**config.mk**
```make
export PLATFORM = sky130hd
export DESIGN_NAME = opcode_field_decoder
export DESIGN_NICKNAME = d
export VERILOG_FILES = /design/src/design/opcode_field_pkg.sv /design/src/design/cond_flags_if.sv /design/src/design/cond_evaluator.sv /design/src/design/opcode_field_decoder.sv
export VERILOG_INCLUDE_DIRS = /design/src /design/src/design
export SDC_FILE = /design/constraint.sdc
export NUM_CORES = 1
export LEC_CHECK = 0
export BUFFER_PORTS_ARGS = -buffer_cell sky130_fd_sc_hd__buf_2
export CAP_MARGIN = 0
export CORE_UTILIZATION = 39
export CTS_CLUSTER_SIZE = 30
export DETAILED_ROUTE_END_ITERATION = 6
export PLACE_DENSITY = 0.75
export SYNTH_ARGS = -nofsm -noshare
export SYNTH_HDL_FRONTEND = slang
export SYNTH_SLANG_ARGS = --single-unit
```
**constraint.sdc**
```tcl
create_clock -name CLK -period 0.8 [get_ports CLK]
set_input_delay 0.08 -clock CLK [delete_from_list [all_inputs] [get_ports CLK]]
set_output_delay 0.08 -clock CLK [all_outputs]
set_load 0.01 [all_outputs]
```
**src/design/opcode_field_map.svh**
```systemverilog
// Purpose: constants for the instruction field decoder
// Assumes: included by bare name
// Notes: definitions only
`ifndef OPCODE_FIELD_MAP_SVH
`define OPCODE_FIELD_MAP_SVH

`define DIR_BIT 1
`define WIDEN_BIT 0
`define SIZE_BIT 0
`define NEG_BIT 0
`define COND_MSB 3
`define COND_LSB 1
`define SIGN8_BIT 7
`define SIGN16_BIT 15

`define FLAG_CF 0
`define FLAG_PF 1
`define FLAG_ZF 2
`define FLAG_SF 3
`define FLAG_OF 4

`define CC_OVERFLOW 3'h0
`define CC_BELOW 3'h1
`define CC_EQUAL 3'h2
`define CC_BELOW_EQ 3'h3
`define CC_SIGN 3'h4
`define CC_PARITY 3'h5
`define CC_LESS 3'h6
`define CC_LESS_EQ 3'h7

`define SEL_0 3'h0
`define SEL_1 3'h1
`define SEL_2 3'h2
`define SEL_3 3'h3
`define SEL_6 3'h6
`define SEL_7 3'h7

`define GRP_CTRL 2'h0
`define GRP_DEBUG 2'h1
`define GRP_TEST 2'h2

`endif

```
**src/design/opcode_field_pkg.sv**
```systemverilog
// Purpose: shared types for the instruction field decoder
// Assumes: nothing
// Notes: numbers live in the map header
package opcode_field_pkg;

  // size of the immediate as fetched and of the destination
  typedef enum logic [1:0] {
    SZ_8 = 2'b00,
    SZ_16 = 2'b01,
    SZ_32 = 2'b10
  } op_size_t;

  // special register picked by a move
  typedef enum logic [3:0] {
    SR_NONE = 4'b0000,
    SR_CONTROL_ZERO = 4'b0001,
    SR_FAULT_ADDRESS = 4'b0010,
    SR_PAGE_DIR_BASE = 4'b0011,
    SR_BREAK0 = 4'b0100,
    SR_BREAK1 = 4'b0101,
    SR_BREAK2 = 4'b0110,
    SR_BREAK3 = 4'b0111,
    SR_DEBUG_STATUS = 4'b1000,
    SR_DEBUG_CONTROL = 4'b1001,
    SR_TLB_COMMAND = 4'b1010,
    SR_TLB_DATA = 4'b1011
  } special_reg_t;

  // decoder pipeline state
  typedef enum logic [0:0] {
    ST_IDLE = 1'b0,
    ST_OUT = 1'b1
  } dec_state_t;

endpackage : opcode_field_pkg

```
**src/design/cond_flags_if.sv**
```systemverilog
// Purpose: carries flags and condition field to the condition evaluator
// Assumes: single clock domain
// Notes: combinational link between the two modules
`timescale 1ns/100ps
`default_nettype none

interface cond_flags_if;
  logic [3:0] tttn;
  logic cf;
  logic pf;
  logic zf;
  logic sf;
  logic of;
  logic taken;

  modport decoder (output tttn, cf, pf, zf, sf, of, input taken);
  modport evaluator (input tttn, cf, pf, zf, sf, of, output taken);
endinterface : cond_flags_if

`default_nettype wire

```
**src/design/cond_evaluator.sv**
```systemverilog
// Purpose: evaluates the four-bit condition field against the flags
// Assumes: flags are stable while the field is presented
// Notes: purely combinational, result is registered by the caller
`timescale 1ns/100ps
`default_nettype none
`include "opcode_field_map.svh"

module cond_evaluator (
  cond_flags_if.evaluator cf_if
);
  import opcode_field_pkg::*;

  // -----------------------------------------------------------------
  // condition select and polarity
  // -----------------------------------------------------------------
  logic base;

  // upper three bits pick the test, low bit inverts it
  always_comb begin
    base = 1'b0;
    case (cf_if.tttn[`COND_MSB:`COND_LSB])
      `CC_OVERFLOW: base = cf_if.of;
      `CC_BELOW: base = cf_if.cf;
      `CC_EQUAL: base = cf_if.zf;
      `CC_BELOW_EQ: base = cf_if.cf | cf_if.zf;
      `CC_SIGN: base = cf_if.sf;
      `CC_PARITY: base = cf_if.pf;
      `CC_LESS: base = cf_if.sf ^ cf_if.of;
      `CC_LESS_EQ: base = (cf_if.sf ^ cf_if.of) | cf_if.zf;
      default: base = 1'b0;
    endcase
  end

  assign cf_if.taken = base ^ cf_if.tttn[`NEG_BIT];

endmodule : cond_evaluator

`default_nettype wire

```
**src/design/opcode_field_decoder.sv**
```systemverilog
// Purpose: decodes direction, sign-extend, condition and special
//          register fields of fetched instruction bytes
// Assumes: one request per VALID pulse, outputs one cycle later
// Notes: all outputs are registered
//
// Overview of operation
// - direction bit 0 makes reg the source and r/m the destination, 1 swaps them.
// - with the widen flag set, a byte immediate going to a 16 or 32 bit target is sign-extended.
// - with the widen flag clear, or a wide immediate, the immediate passes unchanged.
// - the top three condition bits pick the test and the low bit negates it.
// - condition codes map to overflow, below, equal, below-or-equal, sign, parity, less, less-or-equal.
// - the condition is evaluated for conditional jumps and set-on-condition against the flags.
// - control group codes 000, 010, 011 pick control zero, fault address and page directory base.
// - debug group codes 000 to 011 pick breakpoints, 110 debug status, 111 debug control.
// - test group codes 110 and 111 pick translation test command and data.
// - a register code picks byte registers when size bit is 0, full registers when 1.
`timescale 1ns/100ps
`default_nettype none
`include "opcode_field_map.svh"

module opcode_field_decoder (
  input wire logic CLK,
  input wire logic RESETN,
  input wire logic VALID,
  input wire logic [7:0] OPCODE,
  input wire logic [2:0] REG_FIELD,
  input wire logic [2:0] RM_FIELD,
  input wire logic [3:0] TTTN,
  input wire logic IS_COND,
  input wire logic [31:0] IMM_IN,
  input wire opcode_field_pkg::op_size_t IMM_SIZE,
  input wire opcode_field_pkg::op_size_t DEST_SIZE,
  input wire logic IS_SPECIAL,
  input wire logic [1:0] SPECIAL_GROUP,
  input wire logic [2:0] SPECIAL_CODE,
  input wire logic [5:0] FLAGS,
  output logic OUT_VALID,
  output logic [2:0] SRC_REG,
  output logic [2:0] DST_REG,
  output logic RM_IS_DEST,
  output logic BYTE_REG,
  output logic [31:0] IMM_OUT,
  output logic COND_TRUE,
  output opcode_field_pkg::special_reg_t SPECIAL_SEL,
  output logic INVALID_OP
);
  import opcode_field_pkg::*;

  // -----------------------------------------------------------------
  // helpers
  // -----------------------------------------------------------------
  // sign-extend a byte to the destination width
  function automatic logic [31:0] widen8(input logic [7:0] b,
                                         input op_size_t dsz);
    logic [31:0] r;
    r = {24'h000000, b};
    if (dsz == SZ_16) begin
      r = {16'h0000, {8{b[`SIGN8_BIT]}}, b};
    end else if (dsz == SZ_32) begin
      r = {{24{b[`SIGN8_BIT]}}, b};
    end
    return r;
  endfunction : widen8

  // -----------------------------------------------------------------
  // condition evaluator link; flags ordered cf,pf,zf,sf,of in FLAGS
  // -----------------------------------------------------------------
  cond_flags_if cfl ();
  assign cfl.tttn = TTTN;
  assign cfl.cf = FLAGS[`FLAG_CF];
  assign cfl.pf = FLAGS[`FLAG_PF];
  assign cfl.zf = FLAGS[`FLAG_ZF];
  assign cfl.sf = FLAGS[`FLAG_SF];
  assign cfl.of = FLAGS[`FLAG_OF];

  cond_evaluator u_eval (
    .cf_if(cfl.evaluator)
  );

  // -----------------------------------------------------------------
  // next-value logic
  // -----------------------------------------------------------------
  dec_state_t state_reg, state_next;
  logic [2:0] src_reg, src_next, dst_reg, dst_next;
  logic rm_dest_reg, rm_dest_next, byte_reg, byte_next;
  logic [31:0] imm_reg, imm_next;
  logic cond_reg, cond_next, inv_reg, inv_next;
  special_reg_t sel_reg, sel_next;

  always_comb begin
    state_next = VALID ? ST_OUT : ST_IDLE;
    src_next = src_reg;
    dst_next = dst_reg;
    rm_dest_next = rm_dest_reg;
    byte_next = byte_reg;
    imm_next = imm_reg;
    cond_next = cond_reg;
    inv_next = 1'b0;
    sel_next = SR_NONE;
    if (VALID) begin
      // direction: 0 writes r/m from reg, 1 writes reg from r/m
      if (OPCODE[`DIR_BIT]) begin
        src_next = RM_FIELD;
        dst_next = REG_FIELD;
      end else begin
        src_next = REG_FIELD;
        dst_next = RM_FIELD;
      end
      rm_dest_next = ~OPCODE[`DIR_BIT];
      byte_next = ~OPCODE[`SIZE_BIT];
      // only a byte immediate into a wider target is widened
      if (OPCODE[`WIDEN_BIT] && IMM_SIZE == SZ_8 && DEST_SIZE != SZ_8)
      begin
        imm_next = widen8(IMM_IN[7:0], DEST_SIZE);
      end else begin
        imm_next = IMM_IN;
      end
      cond_next = IS_COND ? cfl.taken : 1'b0;
      if (IS_SPECIAL) begin
        // unlisted codes select nothing and flag invalid opcode
        inv_next = 1'b1;
        if (SPECIAL_GROUP == `GRP_CTRL) begin
          case (SPECIAL_CODE)
            `SEL_0: sel_next = SR_CONTROL_ZERO;
            `SEL_2: sel_next = SR_FAULT_ADDRESS;
            `SEL_3: sel_next = SR_PAGE_DIR_BASE;
            default: sel_next = SR_NONE;
          endcase
        end else if (SPECIAL_GROUP == `GRP_DEBUG) begin
          case (SPECIAL_CODE)
            `SEL_0: sel_next = SR_BREAK0;
            `SEL_1: sel_next = SR_BREAK1;
            `SEL_2: sel_next = SR_BREAK2;
            `SEL_3: sel_next = SR_BREAK3;
            `SEL_6: sel_next = SR_DEBUG_STATUS;
            `SEL_7: sel_next = SR_DEBUG_CONTROL;
            default: sel_next = SR_NONE;
          endcase
        end else if (SPECIAL_GROUP == `GRP_TEST) begin
          case (SPECIAL_CODE)
            `SEL_6: sel_next = SR_TLB_COMMAND;
            `SEL_7: sel_next = SR_TLB_DATA;
            default: sel_next = SR_NONE;
          endcase
        end
        if (sel_next != SR_NONE) begin
          inv_next = 1'b0;
        end
      end
    end
  end

  // -----------------------------------------------------------------
  // registers
  // -----------------------------------------------------------------
  always_ff @(posedge CLK or negedge RESETN) begin
    if (!RESETN) begin
      state_reg <= ST_IDLE;
      src_reg <= 3'h0;
      dst_reg <= 3'h0;
      rm_dest_reg <= 1'b0;
      byte_reg <= 1'b0;
      imm_reg <= 32'h00000000;
      cond_reg <= 1'b0;
      inv_reg <= 1'b0;
      sel_reg <= SR_NONE;
    end else begin
      state_reg <= state_next;
      src_reg <= src_next;
      dst_reg <= dst_next;
      rm_dest_reg <= rm_dest_next;
      byte_reg <= byte_next;
      imm_reg <= imm_next;
      cond_reg <= cond_next;
      inv_reg <= inv_next;
      sel_reg <= sel_next;
    end
  end

  assign OUT_VALID = (state_reg == ST_OUT);
  assign SRC_REG = src_reg;
  assign DST_REG = dst_reg;
  assign RM_IS_DEST = rm_dest_reg;
  assign BYTE_REG = byte_reg;
  assign IMM_OUT = imm_reg;
  assign COND_TRUE = cond_reg;
  assign SPECIAL_SEL = sel_reg;
  assign INVALID_OP = inv_reg;

  // -----------------------------------------------------------------
  // checks
  // -----------------------------------------------------------------
  dir_route_a: assert property (@(posedge CLK) disable iff (!RESETN)
    VALID && !OPCODE[`DIR_BIT] |=> RM_IS_DEST && SRC_REG == $past(REG_FIELD))
    else $error("direction 0 routing wrong");
  dir_swap_a: assert property (@(posedge CLK) disable iff (!RESETN)
    VALID && OPCODE[`DIR_BIT] |=> !RM_IS_DEST && DST_REG == $past(REG_FIELD))
    else $error("direction 1 routing wrong");
  sign_extend_a: assert property (@(posedge CLK) disable iff (!RESETN)
    VALID && OPCODE[`WIDEN_BIT] && IMM_SIZE == SZ_8 && DEST_SIZE == SZ_32
    |=> IMM_OUT == {{24{$past(IMM_IN[7])}}, $past(IMM_IN[7:0])})
    else $error("byte immediate not sign-extended");
  imm_pass_a: assert property (@(posedge CLK) disable iff (!RESETN)
    VALID && !OPCODE[`WIDEN_BIT] |=> IMM_OUT == $past(IMM_IN))
    else $error("immediate altered with widen clear");
  cond_negate_a: assert property (@(posedge CLK) disable iff (!RESETN)
    VALID && IS_COND && TTTN == {`CC_EQUAL, 1'b1}
    |=> COND_TRUE == !$past(FLAGS[`FLAG_ZF]))
    else $error("not-equal condition wrong");
  cond_less_a: assert property (@(posedge CLK) disable iff (!RESETN)
    VALID && IS_COND && TTTN == {`CC_LESS, 1'b0}
    |=> COND_TRUE == ($past(FLAGS[`FLAG_SF]) ^ $past(FLAGS[`FLAG_OF])))
    else $error("less condition wrong");
  cond_gate_a: assert property (@(posedge CLK) disable iff (!RESETN)
    VALID && !IS_COND |=> !COND_TRUE)
    else $error("condition true without conditional op");
  ctrl_sel_a: assert property (@(posedge CLK) disable iff (!RESETN)
    VALID && IS_SPECIAL && SPECIAL_GROUP == `GRP_CTRL && SPECIAL_CODE == 3'h3
    |=> SPECIAL_SEL == SR_PAGE_DIR_BASE && !INVALID_OP)
    else $error("control select wrong");
  debug_sel_a: assert property (@(posedge CLK) disable iff (!RESETN)
    VALID && IS_SPECIAL && SPECIAL_GROUP == `GRP_DEBUG && SPECIAL_CODE == 3'h6
    |=> SPECIAL_SEL == SR_DEBUG_STATUS)
    else $error("debug select wrong");
  test_sel_a: assert property (@(posedge CLK) disable iff (!RESETN)
    VALID && IS_SPECIAL && SPECIAL_GROUP == `GRP_TEST && SPECIAL_CODE == 3'h7
    |=> SPECIAL_SEL == SR_TLB_DATA)
    else $error("test select wrong");
  byte_size_a: assert property (@(posedge CLK) disable iff (!RESETN)
    VALID |=> BYTE_REG == !$past(OPCODE[`SIZE_BIT]))
    else $error("operand size wrong");
  bad_code_a: assert property (@(posedge CLK) disable iff (!RESETN)
    VALID && IS_SPECIAL && SPECIAL_GROUP == `GRP_TEST && SPECIAL_CODE == 3'h0
    |=> INVALID_OP && SPECIAL_SEL == SR_NONE)
    else $error("unlisted selector accepted");

endmodule : opcode_field_decoder

`default_nettype wire

```
==> results.json <==
{
  "wl_per_cell_um": 14.41,
  "ys_top_cells_by_count": "a21oi_1, dfrtp_1, nor2_1",
  "cts_root_buf": "clkbuf_8",
  "combPwrFrac_pct": 26.8,
  "yosys.area.top_type": "dfrtp_1",
  "ios": 117,
  "portBuffers": 109,
  "worst_setup_path_start_kind": "flip-flop",
  "min_path_type": "primary input to flip-flop",
  "diodes": 0,
  "synthTopCellsByArea": "dfrtp_1, a21oi_1, nor2_1, mux2_2, mux2i_1",
  "reg2regPathDepth": 4,
  "die_area_sq_um": 5585,
  "gp_congestion": 0.7366,
  "critPathRequiredTime_ns": 0.72,
  "yosys.cell_types.count": 31,
  "p_seq_share_pct": 48.0,
  "ant_nets": 0,
  "ys_warn_count": 0,
  "setup.worst_path.end_class": "output port",
  "syn_to_final_growth_pct": 72.59,
  "antenna_found_initial": 0,
  "cts_made_buffers": 5,
  "grt_max_degree": 48,
  "fin_area_sq_um": 3561,
  "dpl.hpwl_um": 3855,
  "rows": 26,
  "peakVddDrop_mv": 1.086,
  "postSynthAreaPerCell_sq_um": 10.16,
  "dpl_cell_area_sq_um": 2938,
  "p_per_area_nw_per_um2": 1590,
  "wl_um": 6227,
  "yosysMostFrequentCell": "a21oi_1",
  "drc": 0,
  "ys_seq_elements": 47,
  "min_period_ns": 1.007,
  "setup_viol": 73,
  "place_ws_ns": -0.4549,
  "clk_path_buf_depth": 2,
  "clock_skew_ns": 0,
  "cap_viol_max_count": 0,
  "grtUsageTotal_pct": 20.28,
  "grt_pass1_wl_um": 8397,
  "drt-initial-drc-count": 83,
  "cp_data_arrival_time_ns": 0.93,
  "p_int_w": 0.004094,
  "die_y_um": 74.74,
  "switching_share_pct": 27.70,
  "syn_inst": 203,
  "violations": "setup timing",
  "layoutNonFillerInstCount": 432,
  "dr.pass1.iters": 4,
  "hold_violations": 0,
  "layout_setup_ws_ns": -0.2067,
  "reg2reg_slack_ns": -0.09,
  "num-nets-final": 432,
  "place_inst": 396,
  "relSlewSlack_pct": 78.42,
  "synth-edff-count": 0,
  "hold_depth": 2,
  "path_clk_slew_ns": 0.09,
  "cts_num_sinks": 47,
  "synthesis.nets": 273,
  "p_switching_w": 0.001568,
  "yosysSeqAreaShare_pct": 57.00,
  "clk-insertion-delay-late_ns": 0.29,
  "core-area_sq_um": 5107,
  "die_x_um": 74.74,
  "synthDominantCellAreaShare_pct": 57.00,
  "vias_per_cell": 4.933,
  "synth_area_sq_um": 2063,
  "layout-drive-gt1-share_pct": 59.67,
  "gr-total-overflow": 0,
  "fin_crit_sh_pct": 125.8,
  "start_util_pct": 40.40,
  "synth-async-reset-ratio_pct": 100.0,
  "htree_levels": 2,
  "report.final.slew_viol_count": 0,
  "synth_ff_type": "dfrtp_1",
  "p_total_w": 0.005662,
  "path_class": "flip-flop to output port",
  "rsz0062_at_grt": "true",
  "tightest_slew_ns": 0.3225,
  "cp_max_fo": 2,
  "static-leakage-power_nw": 1.713,
  "fin_setup_tns_ns": -7.936,
  "clockPowerShare_pct": 25.2,
  "grt_pass1_vias": 1939,
  "num_vias": 2131,
  "tritoncts": "yes",
  "clock.fmax_mhz": 993.4,
  "status": "finished, violations left"
}
-- layout by cell type (no fill, tap or decap), drive strengths merged, types with 2 or more instances in the layout --
master | netlist | routed
a21oi | 59 | 59
buf | 6 | 158
clkbuf | 6 | 8
dfrtp | 47 | 47
dlygate4sd3 | 0 | 4
inv | 3 | 3
mux2 | 9 | 9
mux2i | 7 | 7
nand2 | 7 | 7
nand3 | 2 | 2
nor2 | 33 | 33
nor3 | 3 | 3
nor3b | 3 | 3
o21ai | 4 | 4
or2 | 2 | 2
xnor2 | 2 | 2
-- routing by layer --
layer / vias up / wire (um) / part of all wire, % / global-route usage [%]
met2: 89 / 3353 / 54 / 38.14
met4: 0 / 54 / 0.87 / 6.080
met5: - / 0 / 0 / 0
li1: 1025 / - / - / -
met3: 6 / 433 / 7.0 / 6.560
met1: 1011 / 2385 / 38 / 21.47
-- flip-flops by register name, summed over array words and instances, names as in the netlist --
| name | cells |
|---|---|
| COND_TRUE | 1 |
| INVALID_OP | 1 |
| RM_IS_DEST | 1 |
| SRC_REG | 3 |
| SPECIAL_SEL | 4 |
| BYTE_REG | 1 |
| DST_REG | 3 |
| OUT_VALID | 1 |
| IMM_OUT | 32 |
-- worst max-delay path, cell delays in order, from the launching register on --
cell,delay [ns]
dfrtp_1,0.41
buf_6,0.12
buf_6,0.11
-- per-stage QoR --
step | hold WS [ns] | utilization [%]
2_1_floorplan | -0.2156 | -
3_3_place_gp | 0.07792 | 57.52
3_5_place_dp | 0.08335 | 57.52
4_1_cts | 0.001208 | 65.65
5_1_grt | 0.007173 | 69.72
6_report | 0.01733 | 69.72
-- what timing repair did --
item | in CTS | in global routing
endpoints found under the hold margin | 48 | 2
pin swaps | 17 | 18
hold buffers | 2 | 2
cloned | 3 | 1
gates resized for setup | 28 | 40
buffers inserted | 16 | 8
setup endpoints to repair | 72 | 73
-- path summary, 6_finish.rpt --
| check | from | end |
|---|---|---|
| worst max-delay path | COND_TRUE$_DFFE_PN0P_ | COND_TRUE |
| worst min-delay path | IMM_IN[1] | IMM_OUT[1]$_DFFE_PN0P_ |
| worst max register to register | IMM_OUT[17]$_DFFE_PN0P_ | IMM_OUT[17]$_DFFE_PN0P_ |
| worst min register to register | IMM_OUT[6]$_DFFE_PN0P_ | IMM_OUT[6]$_DFFE_PN0P_ |
| max in group asynchronous | RESETN | IMM_OUT[13]$_DFFE_PN0P_ |
| min in group asynchronous | RESETN | IMM_OUT[23]$_DFFE_PN0P_ |
-- power by group through the flow --
stage	sequential (W)	combinational (W)	clock, W
2_1_floorplan	0.00286	0.000391	0
3_3_place_gp	0.00274	0.00112	0
3_5_place_dp	0.00275	0.00116	0
4_1_cts	0.00270	0.00135	0.00148
5_1_grt	0.00275	0.00164	0.00157
6_report	0.00272	0.00151	0.00143
-- cell families after synthesis --
logic type,synth area share (%)
compound gates,17.16
buf+inv,3.638
simple gates,12.13
fa+ha+maj,0.4852
xor+xnor,1.274
mux,8.308
flops,57.00
-- layout make-up --
class,instances,area [sq um]
Clock inverter,1,5.005
Multi-Input combinational cell,141,1020
Timing Repair Buffer,164,1179
Fill cell,387,1546
Clock buffer,6,82.58
Sequential cell,47,1176
Tap cell,70,87.58
Inverter,3,11.26
No activity file was read; power rests on OpenSTA's default activity.
